**src/pkg/prs_defs.svh**
```systemverilog
`ifndef PRS_DEFS_SVH
`define PRS_DEFS_SVH
// Register indexes; byte address is index times four
`define PRS_IDX_PLL   8'h10
`define PRS_IDX_RLO   8'h11
`define PRS_IDX_RHI   8'h12
`define PRS_IDX_ACNT  8'h13
`define PRS_IDX_BLO   8'h14
`define PRS_IDX_BHI   8'h15
`define PRS_IDX_PRE   8'h16
`define PRS_IDX_ABL   8'h17
`define PRS_IDX_SYNC  8'h19
`define PRS_IDX_REFC  8'h1c
`define PRS_IDX_RSEL  8'h1d
`define PRS_IDX_CPI   8'h20
`define PRS_IDX_STAT  8'h21
// Reset values
`define PRS_RST_PD    2'h1
// Reference config bit positions
`define PRS_RC_SE1    0
`define PRS_RC_SE2    1
`define PRS_RC_DIFF   2
`define PRS_RC_STAY   3
`define PRS_RC_AUTO   4
`define PRS_RC_NODG   7
// Other bit positions
`define PRS_PRE_BBYP  3
`define PRS_PRE_RST   4
`define PRS_RS_SEC    0
`define PRS_RS_PIN    1
`define PRS_SY_LSB    6
// Edge counts for switchover
`define PRS_MISS_EDGES 2'h2
`define PRS_BACK_EDGES 3'h4
`endif

```
**src/pkg/prs_pkg.sv**
```systemverilog
package prs_pkg;
  // Charge pump modes
  typedef enum logic [2:0] {
    PRS_CP_HIZ  = 3'h0,
    PRS_CP_UP   = 3'h1,
    PRS_CP_DOWN = 3'h2,
    PRS_CP_NORM = 3'h3
  } prs_cp_e;
  // Prescaler modes
  typedef enum logic [2:0] {
    PRS_PM_DM2  = 3'h0,
    PRS_PM_DM4  = 3'h1,
    PRS_PM_DM8  = 3'h2,
    PRS_PM_DM16 = 3'h3,
    PRS_PM_DM32 = 3'h4,
    PRS_PM_FD1  = 3'h5,
    PRS_PM_FD2  = 3'h6,
    PRS_PM_FD3  = 3'h7
  } prs_pm_e;
  // Reference buffer power-downs
  typedef struct packed {
    logic diff;
    logic se1;
    logic se2;
  } prs_ref_pd_s;
  // Whole state of the block
  typedef struct packed {
    logic [1:0]  pd;
    prs_cp_e     cpm;
    logic [13:0] rdiv;
    logic [5:0]  acnt;
    logic [12:0] bcnt;
    prs_pm_e     pmode;
    logic        bbyp;
    logic        cnt_rst;
    logic [1:0]  abl;
    logic [1:0]  syncf;
    logic [7:0]  refc;
    logic [1:0]  rsel;
    logic [2:0]  cpi;
    logic        dph_wr;
    logic [7:0]  dph_idx;
    logic [31:0] hrdata;
    logic [1:0]  p_sy;
    logic [1:0]  s_sy;
    logic [1:0]  v_sy;
    logic [1:0]  pin_sy;
    logic [1:0]  syn_sy;
    logic        p_d;
    logic        s_d;
    logic        v_d;
    logic        mux_d;
    logic        sel_cur;
    logic        auto_sec;
    logic        missing;
    logic [1:0]  miss_cnt;
    logic [2:0]  back_cnt;
    logic [13:0] r_cnt;
    logic        r_out;
    logic [19:0] f_cnt;
    logic        f_out;
  } prs_state_s;
endpackage

```
**src/hw/prs_pll_ctrl.sv**
```systemverilog
// The address map and register access over AHB-Lite were decided locally.
`timescale 1ns/1ps
`include "prs_defs.svh"
`default_nettype none
module prs_pll_ctrl (
  // Clock, reset, enable
  input  wire logic                  hclk,
  input  wire logic                  hresetn,
  input  wire logic                  ce,
  // AHB-Lite slave
  input  wire logic                  hsel,
  input  wire logic [31:0]           haddr,
  input  wire logic [1:0]            htrans,
  input  wire logic                  hwrite,
  input  wire logic [2:0]            hsize,
  input  wire logic [31:0]           hwdata,
  input  wire logic                  hready,
  output logic      [31:0]           hrdata,
  output logic                       hreadyout,
  output logic                       hresp,
  // Reference and oscillator pins
  input  wire logic                  primary_reference,
  input  wire logic                  secondary_reference,
  input  wire logic                  vco_clk_pin,
  input  wire logic                  ref_sel_pin,
  input  wire logic                  sync_n_pin,
  // Toward phase detector and charge pump
  output logic                       ref_div_out,
  output logic                       fb_div_out,
  output prs_pkg::prs_cp_e           charge_pump_ctrl,
  output logic      [2:0]            cp_current,
  output logic      [1:0]            abl_width,
  output prs_pkg::prs_ref_pd_s       ref_pd,
  output logic                       on_secondary
);
  // State and its next value
  prs_pkg::prs_state_s st_r;
  prs_pkg::prs_state_s st_nxt;
  // Edges seen on synchronised pins
  logic        p_rise;
  logic        p_any;
  logic        s_rise;
  logic        s_fall;
  logic        v_rise;
  // Control decodes
  logic        pll_pd;
  logic        diff_mode;
  logic        auto_mode;
  logic        want_sec;
  logic        new_rise;
  logic        sw_now;
  logic        ref_lvl;
  logic        ref_edge;
  logic        div_rst;
  logic        fixed_mode;
  logic [5:0]  pval;
  logic [12:0] b_eff;
  logic [5:0]  a_eff;
  logic [19:0] n_tot;
  logic [19:0] f_top;
  logic [13:0] r_top;
  logic        addr_ok;

  // Edge detect on second sync stage only
  assign p_rise = st_r.p_sy[1] & ~st_r.p_d;
  assign p_any  = st_r.p_sy[1] ^ st_r.p_d;
  assign s_rise = st_r.s_sy[1] & ~st_r.s_d;
  assign s_fall = ~st_r.s_sy[1] & st_r.s_d;
  assign v_rise = st_r.v_sy[1] & ~st_r.v_d;

  // Reference path decodes
  assign pll_pd    = st_r.pd != 2'h0;
  assign diff_mode = st_r.refc[`PRS_RC_DIFF];
  assign auto_mode = st_r.refc[`PRS_RC_AUTO] & ~diff_mode;

  // Wanted reference: auto tracker or manual select
  always_comb
  begin
    if (auto_mode)
      want_sec = st_r.auto_sec;
    else if (st_r.rsel[`PRS_RS_PIN])
      want_sec = st_r.pin_sy[1];
    else
      want_sec = st_r.rsel[`PRS_RS_SEC];
  end

  // Deglitch waits for the new input's rise; without it a
  // dead target would stall the switch, hence its off bit
  assign new_rise = want_sec ? s_rise : p_rise;
  assign sw_now   = (want_sec != st_r.sel_cur) &
                    (st_r.refc[`PRS_RC_NODG] | new_rise);

  // Muxed reference level, diff mode uses the primary pin
  assign ref_lvl  = (st_r.sel_cur & ~diff_mode) ? st_r.s_sy[1] : st_r.p_sy[1];
  // A switch at the new input's rise counts as one edge
  assign ref_edge = sw_now ? new_rise : (ref_lvl & ~st_r.mux_d);

  // Counter reset by bit or enabled sync pin
  assign div_rst = st_r.cnt_rst | ((st_r.syncf != 2'h0) & ~st_r.syn_sy[1]);

  // Reference divider terminal count, 0 and 1 divide by one
  assign r_top = (st_r.rdiv <= 14'h1) ? 14'h0 : 14'(st_r.rdiv - 14'h1);

  // Prescaler value and effective counts
  always_comb
  begin
    fixed_mode = 1'b0;
    pval       = 6'h2;
    unique case (st_r.pmode)
      prs_pkg::PRS_PM_DM2:  pval = 6'h2;
      prs_pkg::PRS_PM_DM4:  pval = 6'h4;
      prs_pkg::PRS_PM_DM8:  pval = 6'h8;
      prs_pkg::PRS_PM_DM16: pval = 6'h10;
      prs_pkg::PRS_PM_DM32: pval = 6'h20;
      prs_pkg::PRS_PM_FD1:
      begin
        pval       = 6'h1;
        fixed_mode = 1'b1;
      end
      prs_pkg::PRS_PM_FD2:
      begin
        pval       = 6'h2;
        fixed_mode = 1'b1;
      end
      prs_pkg::PRS_PM_FD3:
      begin
        pval       = 6'h3;
        fixed_mode = 1'b1;
      end
    endcase
    b_eff = (fixed_mode & st_r.bbyp) ? 13'h1 : st_r.bcnt;
    a_eff = fixed_mode ? 6'h0 : st_r.acnt;
    n_tot = 20'(20'(pval) * 20'(b_eff)) + 20'(a_eff);
    f_top = (n_tot == 20'h0) ? 20'h0 : 20'(n_tot - 20'h1);
  end

  // Register read mux
  function automatic logic [31:0] rd_val(
    input logic [7:0]          idx,
    input prs_pkg::prs_state_s s
  );
    logic [31:0] v;
    v = 32'h0;
    unique case (idx)
      `PRS_IDX_PLL:  v = {25'h0, s.cpm, 2'h0, s.pd};
      `PRS_IDX_RLO:  v = {24'h0, s.rdiv[7:0]};
      `PRS_IDX_RHI:  v = {26'h0, s.rdiv[13:8]};
      `PRS_IDX_ACNT: v = {26'h0, s.acnt};
      `PRS_IDX_BLO:  v = {24'h0, s.bcnt[7:0]};
      `PRS_IDX_BHI:  v = {27'h0, s.bcnt[12:8]};
      `PRS_IDX_PRE:  v = {27'h0, s.cnt_rst, s.bbyp, s.pmode};
      `PRS_IDX_ABL:  v = {30'h0, s.abl};
      `PRS_IDX_SYNC: v = {24'h0, s.syncf, 6'h0};
      `PRS_IDX_REFC: v = {24'h0, s.refc};
      `PRS_IDX_RSEL: v = {30'h0, s.rsel};
      `PRS_IDX_CPI:  v = {29'h0, s.cpi};
      `PRS_IDX_STAT: v = {29'h0, s.auto_sec, s.missing, s.sel_cur};
      default:       v = 32'h0;
    endcase
    return v;
  endfunction

  // Charge pump mode write decode, bad codes go high-Z
  function automatic prs_pkg::prs_cp_e cp_dec(input logic [2:0] c);
    prs_pkg::prs_cp_e m;
    m = prs_pkg::PRS_CP_HIZ;
    unique case (c)
      3'h1:    m = prs_pkg::PRS_CP_UP;
      3'h2:    m = prs_pkg::PRS_CP_DOWN;
      3'h3:    m = prs_pkg::PRS_CP_NORM;
      default: m = prs_pkg::PRS_CP_HIZ;
    endcase
    return m;
  endfunction

  // Address phase qualifier; zero wait states
  assign addr_ok = hsel & htrans[1] & hready;

  // Next-state logic for the whole block
  always_comb
  begin
    st_nxt = st_r;
    // Two-flop synchronisers, first stage feeds second only
    st_nxt.p_sy   = {st_r.p_sy[0], primary_reference};
    st_nxt.s_sy   = {st_r.s_sy[0], secondary_reference};
    st_nxt.v_sy   = {st_r.v_sy[0], vco_clk_pin};
    st_nxt.pin_sy = {st_r.pin_sy[0], ref_sel_pin};
    st_nxt.syn_sy = {st_r.syn_sy[0], sync_n_pin};
    st_nxt.p_d    = st_r.p_sy[1];
    st_nxt.s_d    = st_r.s_sy[1];
    st_nxt.v_d    = st_r.v_sy[1];
    st_nxt.mux_d  = ~sw_now ? ref_lvl : (want_sec & ~diff_mode) ? st_r.s_sy[1] : st_r.p_sy[1];
    // Bus address phase: latch write, prepare read data
    st_nxt.dph_wr  = addr_ok & hwrite;
    st_nxt.dph_idx = haddr[9:2];
    if (addr_ok & ~hwrite)
      st_nxt.hrdata = (haddr[31:10] == 22'h0) ? rd_val(haddr[9:2], st_r) : 32'h0;
    // Bus data phase: store the write
    if (st_r.dph_wr)
    begin
      unique case (st_r.dph_idx)
        `PRS_IDX_PLL:
        begin
          st_nxt.pd  = hwdata[1:0];
          st_nxt.cpm = cp_dec(hwdata[6:4]);
        end
        `PRS_IDX_RLO:  st_nxt.rdiv[7:0]  = hwdata[7:0];
        `PRS_IDX_RHI:  st_nxt.rdiv[13:8] = hwdata[5:0];
        `PRS_IDX_ACNT: st_nxt.acnt       = hwdata[5:0];
        `PRS_IDX_BLO:  st_nxt.bcnt[7:0]  = hwdata[7:0];
        `PRS_IDX_BHI:  st_nxt.bcnt[12:8] = hwdata[4:0];
        `PRS_IDX_PRE:
        begin
          st_nxt.pmode   = prs_pkg::prs_pm_e'(hwdata[2:0]);
          st_nxt.bbyp    = hwdata[`PRS_PRE_BBYP];
          st_nxt.cnt_rst = hwdata[`PRS_PRE_RST];
        end
        `PRS_IDX_ABL:  st_nxt.abl   = hwdata[1:0];
        `PRS_IDX_SYNC: st_nxt.syncf = hwdata[`PRS_SY_LSB+:2];
        `PRS_IDX_REFC: st_nxt.refc  = hwdata[7:0];
        `PRS_IDX_RSEL: st_nxt.rsel  = hwdata[1:0];
        `PRS_IDX_CPI:  st_nxt.cpi   = hwdata[2:0];
        default:       st_nxt.cpi   = st_r.cpi;
      endcase
    end
    // Primary watchdog clocked by secondary falls
    if (p_any)
      st_nxt.miss_cnt = 2'h0;
    else if (s_fall & (st_r.miss_cnt != `PRS_MISS_EDGES))
      st_nxt.miss_cnt = 2'(st_r.miss_cnt + 2'h1);
    // Two falls with no primary edge: missing, restart recovery
    if (~p_any & s_fall & (st_r.miss_cnt == 2'(`PRS_MISS_EDGES - 2'h1)))
    begin
      st_nxt.missing  = 1'b1;
      st_nxt.back_cnt = 3'h0;
      st_nxt.auto_sec = 1'b1;
    end
    else if (st_r.missing & p_rise)
    begin
      // Count primary rises toward recovery
      if (st_r.back_cnt == 3'(`PRS_BACK_EDGES - 3'h1))
      begin
        st_nxt.missing  = 1'b0;
        st_nxt.back_cnt = 3'h0;
        if (~st_r.refc[`PRS_RC_STAY])
          st_nxt.auto_sec = 1'b0;
      end
      else
        st_nxt.back_cnt = 3'(st_r.back_cnt + 3'h1);
    end
    // Leaving auto mode drops the tracker, so re-entry starts on primary
    if (~auto_mode)
      st_nxt.auto_sec = 1'b0;
    // Applied selection, at the new input's rise unless the deglitch off bit is set
    if (sw_now)
      st_nxt.sel_cur = want_sec;
    // Reference divider
    if (div_rst)
    begin
      st_nxt.r_cnt = 14'h0;
      st_nxt.r_out = 1'b0;
    end
    else if (ref_edge & (st_r.r_cnt >= r_top))
    begin
      st_nxt.r_cnt = 14'h0;
      st_nxt.r_out = 1'b1;
    end
    else
    begin
      st_nxt.r_cnt = ref_edge ? 14'(st_r.r_cnt + 14'h1) : st_r.r_cnt;
      st_nxt.r_out = 1'b0;
    end
    // Feedback divider, total count P*B+A
    if (div_rst)
    begin
      st_nxt.f_cnt = 20'h0;
      st_nxt.f_out = 1'b0;
    end
    else if (v_rise & (st_r.f_cnt >= f_top))
    begin
      st_nxt.f_cnt = 20'h0;
      st_nxt.f_out = 1'b1;
    end
    else
    begin
      st_nxt.f_cnt = v_rise ? 20'(st_r.f_cnt + 20'h1) : st_r.f_cnt;
      st_nxt.f_out = 1'b0;
    end
  end

  // State register; enable low freezes everything
  always_ff @(posedge hclk or negedge hresetn)
  begin
    if (!hresetn)
    begin
      st_r    <= '0;
      st_r.pd <= `PRS_RST_PD;
    end
    else if (ce)
      st_r <= st_nxt;
  end

  // Outputs
  assign hrdata           = st_r.hrdata;
  assign hreadyout        = 1'b1;
  assign hresp            = 1'b0;
  assign ref_div_out      = st_r.r_out;
  assign fb_div_out       = st_r.f_out;
  assign charge_pump_ctrl = st_r.cpm;
  assign cp_current       = st_r.cpi;
  assign abl_width        = st_r.abl;
  assign on_secondary     = st_r.sel_cur;
  // Buffer power-downs
  assign ref_pd.diff = pll_pd | ~diff_mode;
  assign ref_pd.se1  = pll_pd | ~st_r.refc[`PRS_RC_SE1] | diff_mode;
  assign ref_pd.se2  = pll_pd | ~st_r.refc[`PRS_RC_SE2] | diff_mode;
endmodule
`default_nettype wire

```
**config.mk**
```make
export PLATFORM = sky130hd
export DESIGN_NAME = prs_pll_ctrl
export DESIGN_NICKNAME = d
export VERILOG_FILES = /design/src/pkg/prs_pkg.sv /design/src/hw/prs_pll_ctrl.sv
export VERILOG_INCLUDE_DIRS = /design/src /design/src/pkg
export SDC_FILE = /design/constraint.sdc
export NUM_CORES = 1
export LEC_CHECK = 0
export ABC_AREA = 1
export BUFFER_PORTS_ARGS = -buffer_cell sky130_fd_sc_hd__buf_2
export CAP_MARGIN = 15
export CORE_MARGIN = 5
export CORE_UTILIZATION = 65
export DETAILED_ROUTE_END_ITERATION = 8
export HOLD_SLACK_MARGIN = 0.03
export MAX_ROUTING_LAYER = met4
export PLACE_DENSITY = 0.83
export SLEW_MARGIN = 20
export SYNTH_ARGS = -nofsm -noshare
export SYNTH_HDL_FRONTEND = slang
export SYNTH_SLANG_ARGS = --single-unit
export TNS_END_PERCENT = 50
```
**constraint.sdc**
```tcl
create_clock -name hclk -period 10 [get_ports hclk]
set_input_delay 0 -clock hclk [delete_from_list [all_inputs] [get_ports hclk]]
set_output_delay 0 -clock hclk [all_outputs]
set_load 0.005 [all_outputs]
```
[Word level (Yosys, flattened, before mapping)]
Cells that the tools add are included.
Word-level totals
  output and inout port bits: 48
  bits in registers: 159
  input port bits: 80
Operators by class
  reduce and logical (&&, ||, !) cells: 32
  $add $sub $neg: 7
  equality and inequality tests: 42
  $mul: 1
  order comparisons: 3
  multiplexer cells: 32
  bitwise operators: 40
Operators with widths (count)
  8-bit by 5-bit == test with 1-bit output (second input constant): 22
  8-bit case mux with 13 select lines: 1
  21-bit 2-to-1 mux: 2
  6-bit case mux with 7 select lines: 1
  20-bit 2-to-1 mux: 2
  3-bit AND reduction: 13
  32-bit 2-to-1 mux: 1
  15-bit 2-to-1 mux: 2
  14-bit 2-to-1 mux: 2
  8-bit by 6-bit == test with 1-bit output (second input constant): 3
  22-bit logical NOT: 1
  1-bit AND: 21
  19-bit by 6-bit adder with 20-bit output: 1
  20-bit by 1-bit adder with 20-bit output (second input constant): 1
  20-bit >= comparator: 1
  20-bit logical NOT: 1
  20-bit by 1-bit subtractor with 20-bit output (second input constant): 1
  6-bit by 13-bit multiplier with 19-bit output: 1
  3-bit by 2-bit == test with 1-bit output (second input constant): 5
  14-bit by 1-bit adder with 14-bit output (second input constant): 1
  14-bit >= comparator: 1
  14-bit by 1-bit less-or-equal comparator with 1-bit output (second input constant): 1
  14-bit by 1-bit subtractor with 14-bit output (second input constant): 1
  13-bit 2-to-1 mux: 1
  other kinds (24): 70

[Longest topological paths before layout]
  depth after elaboration: 13
  depth in mapped cells: 44
  mapped depth without buffers: 44

[Worst setup path before layout]
OpenSTA, ideal clock, no wires.
  path type: register to register
  from: register st_r[120] (netlist name)
  to: register st_r[11] (netlist name)
  period minus slack after synthesis: 6376 ps
  arrival: 6298 ps
  path slack: 3624 ps
  buffers on the path: 2
  data required time: 9922 ps
  stages on the path, launching flop included: 38
  path through: dfrtp_1 > clkbuf_1 > nor2_1 > a21oi_1 > inv_1 > nand2_1 > fa_1 > fa_1 > inv_1 > fa_1 > inv_1 > fa_1 > inv_1 > ha_1 > nand2_1 > nand2_1 > inv_1 > nand2_1 > (+2 left out) > nand2_1 > nand2_1 > nor2_2 > nand2_4 > nor3_4 > nand2_4 > buf_6 > nand2_2 > ha_1 > a21boi_0 > o21a_1 > o21ai_0 > nand2_1 > nand3_1 > nand2_1 > nand2_1 > nand2_1 > a21oi_1
On the way
  word-level cells in the longest chain between the ends: 13
RTL lines
  start, declared: RTL line prs_pll_ctrl.sv:37  | prs_pkg::prs_state_s st_r;
  start signal, assigned: RTL line prs_pll_ctrl.sv:300  | st_r <= st_nxt;
  3-bit == test: RTL line prs_pll_ctrl.sv:109  | unique case (st_r.pmode)
  3-bit OR reduction (no line)
  1-bit 2-to-1 mux: RTL line prs_pll_ctrl.sv:109
  1-bit AND: RTL line prs_pll_ctrl.sv:131  | b_eff = (fixed_mode & st_r.bbyp) ? 13'h1 : st_r.bcnt;
  13-bit 2-to-1 mux: RTL line prs_pll_ctrl.sv:131
  6-bit by 13-bit multiplier with 19-bit output: RTL line prs_pll_ctrl.sv:133  | n_tot = 20'(20'(pval) * 20'(b_eff)) + 20'(a_eff);
  19-bit by 6-bit adder with 20-bit output (*): RTL line prs_pll_ctrl.sv:133
  20-bit by 1-bit subtractor with 20-bit output / 20-bit logical NOT (equally long branches): RTL line prs_pll_ctrl.sv:134  | f_top = (n_tot == 20'h0) ? 20'h0 : 20'(n_tot - 20'h1);
  20-bit 2-to-1 mux (*): RTL line prs_pll_ctrl.sv:134
  20-bit >= comparator (*): RTL line prs_pll_ctrl.sv:279  | else if (v_rise & (st_r.f_cnt >= f_top))
  1-bit AND (*): RTL line prs_pll_ctrl.sv:279
  3-bit nonzero test (no line) / 21-bit 2-to-1 mux (equally long branches)
  2-bit AND reduction (no line) / 21-bit 2-to-1 mux (equally long branches)
Mark *: on every way between the ends. The rest lies on a longest branch, timed or not.
A chain may end at the register's enable or synchronous reset.

[Final worst setup path]
  from: register st_r[118] (netlist name)
  to: register st_r[7] (netlist name)
Same word-level chain as after synthesis.

==> metrics.txt <==
status finished, final reports clean; placed cell count 1942; largest family of logic cells by synthesized area simple AND/OR/NAND/NOR gates; Final Worst Setup Slack between 2 and 2.5 ns; synthesized instance count around 1700; hold_buf cts 19; Seq/Total Area, Yosys 0.280; Max Cap Viol 0; CP endpoint kind flop; Req. time, crit path 10.35 ns; most common cell after layout, fill and taps aside nand2_1; min cycle time layout ~7.6 ns; Clk Latency, worst-skew pair about 0.43 ns; Synth Warn # 0; Slew headroom 0.350; Final Wtd Congestion approximately 1; Max IR drop VDD 0.154 mV; Pleak approximately 7.0 nW; Synth Area in Adders 0.175; core footprint 18000 µm²; Die X approximately 150 µm; Fin Clk Skew 0.00913 ns; number of global-route vias before repair 10952; Fmax achieved between 0.1 and 0.15 GHz; IO Count 128; total CTS buffers 17; Post-CTS Setup Repair Bufs 0; DRT Pass-1 Iters 6; starting DRC count in detailed routing roughly 800; Final setup viols 0; mux contribution to synthesized area 0; slowest stage delay, CP roughly 0.76 ns; share of layout cells above drive strength 1 0.0930; largest net degree at the start of global routing 74; grt total ovfl 0; Internal roughly 1.2 mW; post-route ant nets 0; mean area per synthesized cell 7.12 µm²; Synth Area in Simple Gates 0.320; initial antenna violation count 0; Area growth syn-to-layout 10.0%; share of synthesized registers carrying an async set or reset 1.00; Seq cells post-synth 134; minimum hold slack 0.0425 ns; top-area cell type share of the netlist area 0.278; worst-margin pin slew about 1 ns; Overall Power 1.80 mW; xor-xnor portion of the synthesized cell area 0.0249; Initial Utilization 0.665; H-tree levels 4; CP most frequent cell nand2_1; Clock Power Share 0.396; Vias between 10000 and 15000; gr usage total 0.310; # resized after CTS 0; post-synth top area cell dfrtp_1; Crit Path Category reg2reg; Vias/cell 5.62; drt drc 0; Non-Filler Instances between 1500 and 2000; Max Root-Sink Buffers 2; Sink Count 134; most frequent cells in the layout nand2_1, inv_1, nor2_1; CTS tree yes; Fin. Hold Viols 0; routed wire length 31.5 mm; largest fanout on the critical path 18; startpoint types flop; Sw Share 0.326; EDFF count, synth 0; clock-pin slew on the worst setup and hold paths about 0.060 ns; worst path arrival time between 7 and 8 ns; Slew Limit Fails 0; post-DP HPWL approximately 24 mm; ANT cells 0; Sw Pwr 587 µW; Slowest-stage cell, CP a21oi_1; wire per inst around 16 µm; nets@finish roughly 2000; Period Utilization, post-route 0.756; Combinational Power Share 0.245; die height about 150 µm; Die ar. between 20000 and 25000 µm²; distinct cell type count of the synthesized netlist between 40 and 50; share of power burned in registers 0.360; ys flop type dfrtp_1; setup repair after global routing missed its margin no; PwrDens 136 nW/µm²; Synth area leaders dfrtp_1, nand2_1, ha_1; setup TNS 0 ns; FP Rows ~50; Synth Area in Compound Gates 0.0920; first-pass GRT wire length 53.2 mm; clk root buf clkbuf_16; Post-Syn Area about 12000 µm²; DP Worst Slack between 2 and 3 ns; Min-Delay Path Class in2reg; PortBufs 70
==> Yosys cell counts, types with 6 or more instances <==
master	instances
nor2_1	171
nand2_2	25
nand4_1	30
dfrtp_1	133
nand2_1	457
inv_1	222
a221oi_1	6
nor4_1	16
xor2_1	25
buf_4	42
nand3_2	8
nor3_1	32
xnor2_1	9
nand3_1	104
o21ai_0	116
clkbuf_1	20
ha_1	91
a21oi_1	47
fa_1	48
nand3b_1	9
o22ai_1	15
==> worst max-delay path: cells and delay by family (launching register included) <==
kind                       cells  cell delay (ns)
AOI/OAI and AO/OA              4             1.33
adders and majority gates      6             2.57
buffers and inverters          8             0.69
DFF                            1             0.44
and+or+nand+nor               21             2.43
==> per-layer routing <==
| layer | track usage | vias to the layer above | share of wire |
|---|---|---|---|
| li1 | - | 5497 | - |
| met1 | 0.382 | 5189 | 0.42 |
| met2 | 0.513 | 423 | 0.48 |
| met3 | 0.0567 | 87 | 0.065 |
| met4 | 0.110 | 0 | 0.037 |
| met5 | - | - | 0 |
==> state kept, by name (all words and copies together) (netlist names) <==
register          count
st_r                107
hrdata                8
st_nxt                8
cp_current            3
abl_width             2
charge_pump_ctrl      2
diff_mode             1
fb_div_out            1
on_secondary          1
ref_div_out           1
==> power groups by stage <==
| stage | Clock (mW) | Sequential, mW | Combinational [mW] |
|---|---|---|---|
| 2_1_floorplan | 0 | 0.638 | 0.314 |
| 3_3_place_gp | 0 | 0.650 | 0.401 |
| 3_5_place_dp | 0 | 0.651 | 0.419 |
| 4_1_cts | 0.712 | 0.644 | 0.436 |
| 5_1_grt | 0.740 | 0.651 | 0.503 |
| 6_report | 0.712 | 0.647 | 0.440 |
==> layout make-up <==
cell class | count | area (µm²)
multi-input cells | 1277 | 7440
fillers | 1463 | 4850
flip-flops and latches | 134 | 3350
inverters | 228 | 856
repair buffers | 93 | 577
clock buffers | 21 | 470
well taps | 229 | 287
clock inverters | 11 | 196
==> worst paths after layout <==
| path | cells past startpoint | slack, ns | to | startpoint |
|---|---|---|---|---|
| min in group asynchronous | 2 | 0.11 | hrdata[3]$_DFFE_PN0P_ | hresetn |
| worst max-delay path | 39 | 2.44 | st_r[7]$_DFFE_PN0P_ | st_r[118]$_DFFE_PN0P_ |
| max in group asynchronous | 3 | 8.48 | st_r[149]$_DFFE_PN0P_ | hresetn |
| worst min-delay path | 3 | 0.04 | st_r[109]$_DFFE_PN0P_ | hwdata[5] |
| worst min register to register | 2 | 0.48 | hrdata[1]$_DFFE_PN0P_ | hrdata[1]$_DFFE_PN0P_ |
| worst max register to register | 39 | 2.44 | st_r[7]$_DFFE_PN0P_ | st_r[118]$_DFFE_PN0P_ |
==> stage by stage <==
step           area, µm²   util
5_1_grt            13200  0.731
3_3_place_gp       12300  0.684
3_5_place_dp       12300  0.684
6_report           13200  0.731
4_1_cts            13200  0.731
2_1_floorplan      12100      -
==> logic make-up (layout without fill, tap and decap cells) <==
logic type	Yosys count	count (layout)
XOR/XNOR	34	34
flip-flops	134	134
other	2	27
buffers and inverters	296	353
adder cells (fa/ha/maj)	139	139
AND/OR/NAND/NOR	875	875
AO/OA/AOI/OAI	202	202
No activity file was read; power rests on OpenSTA's default activity.
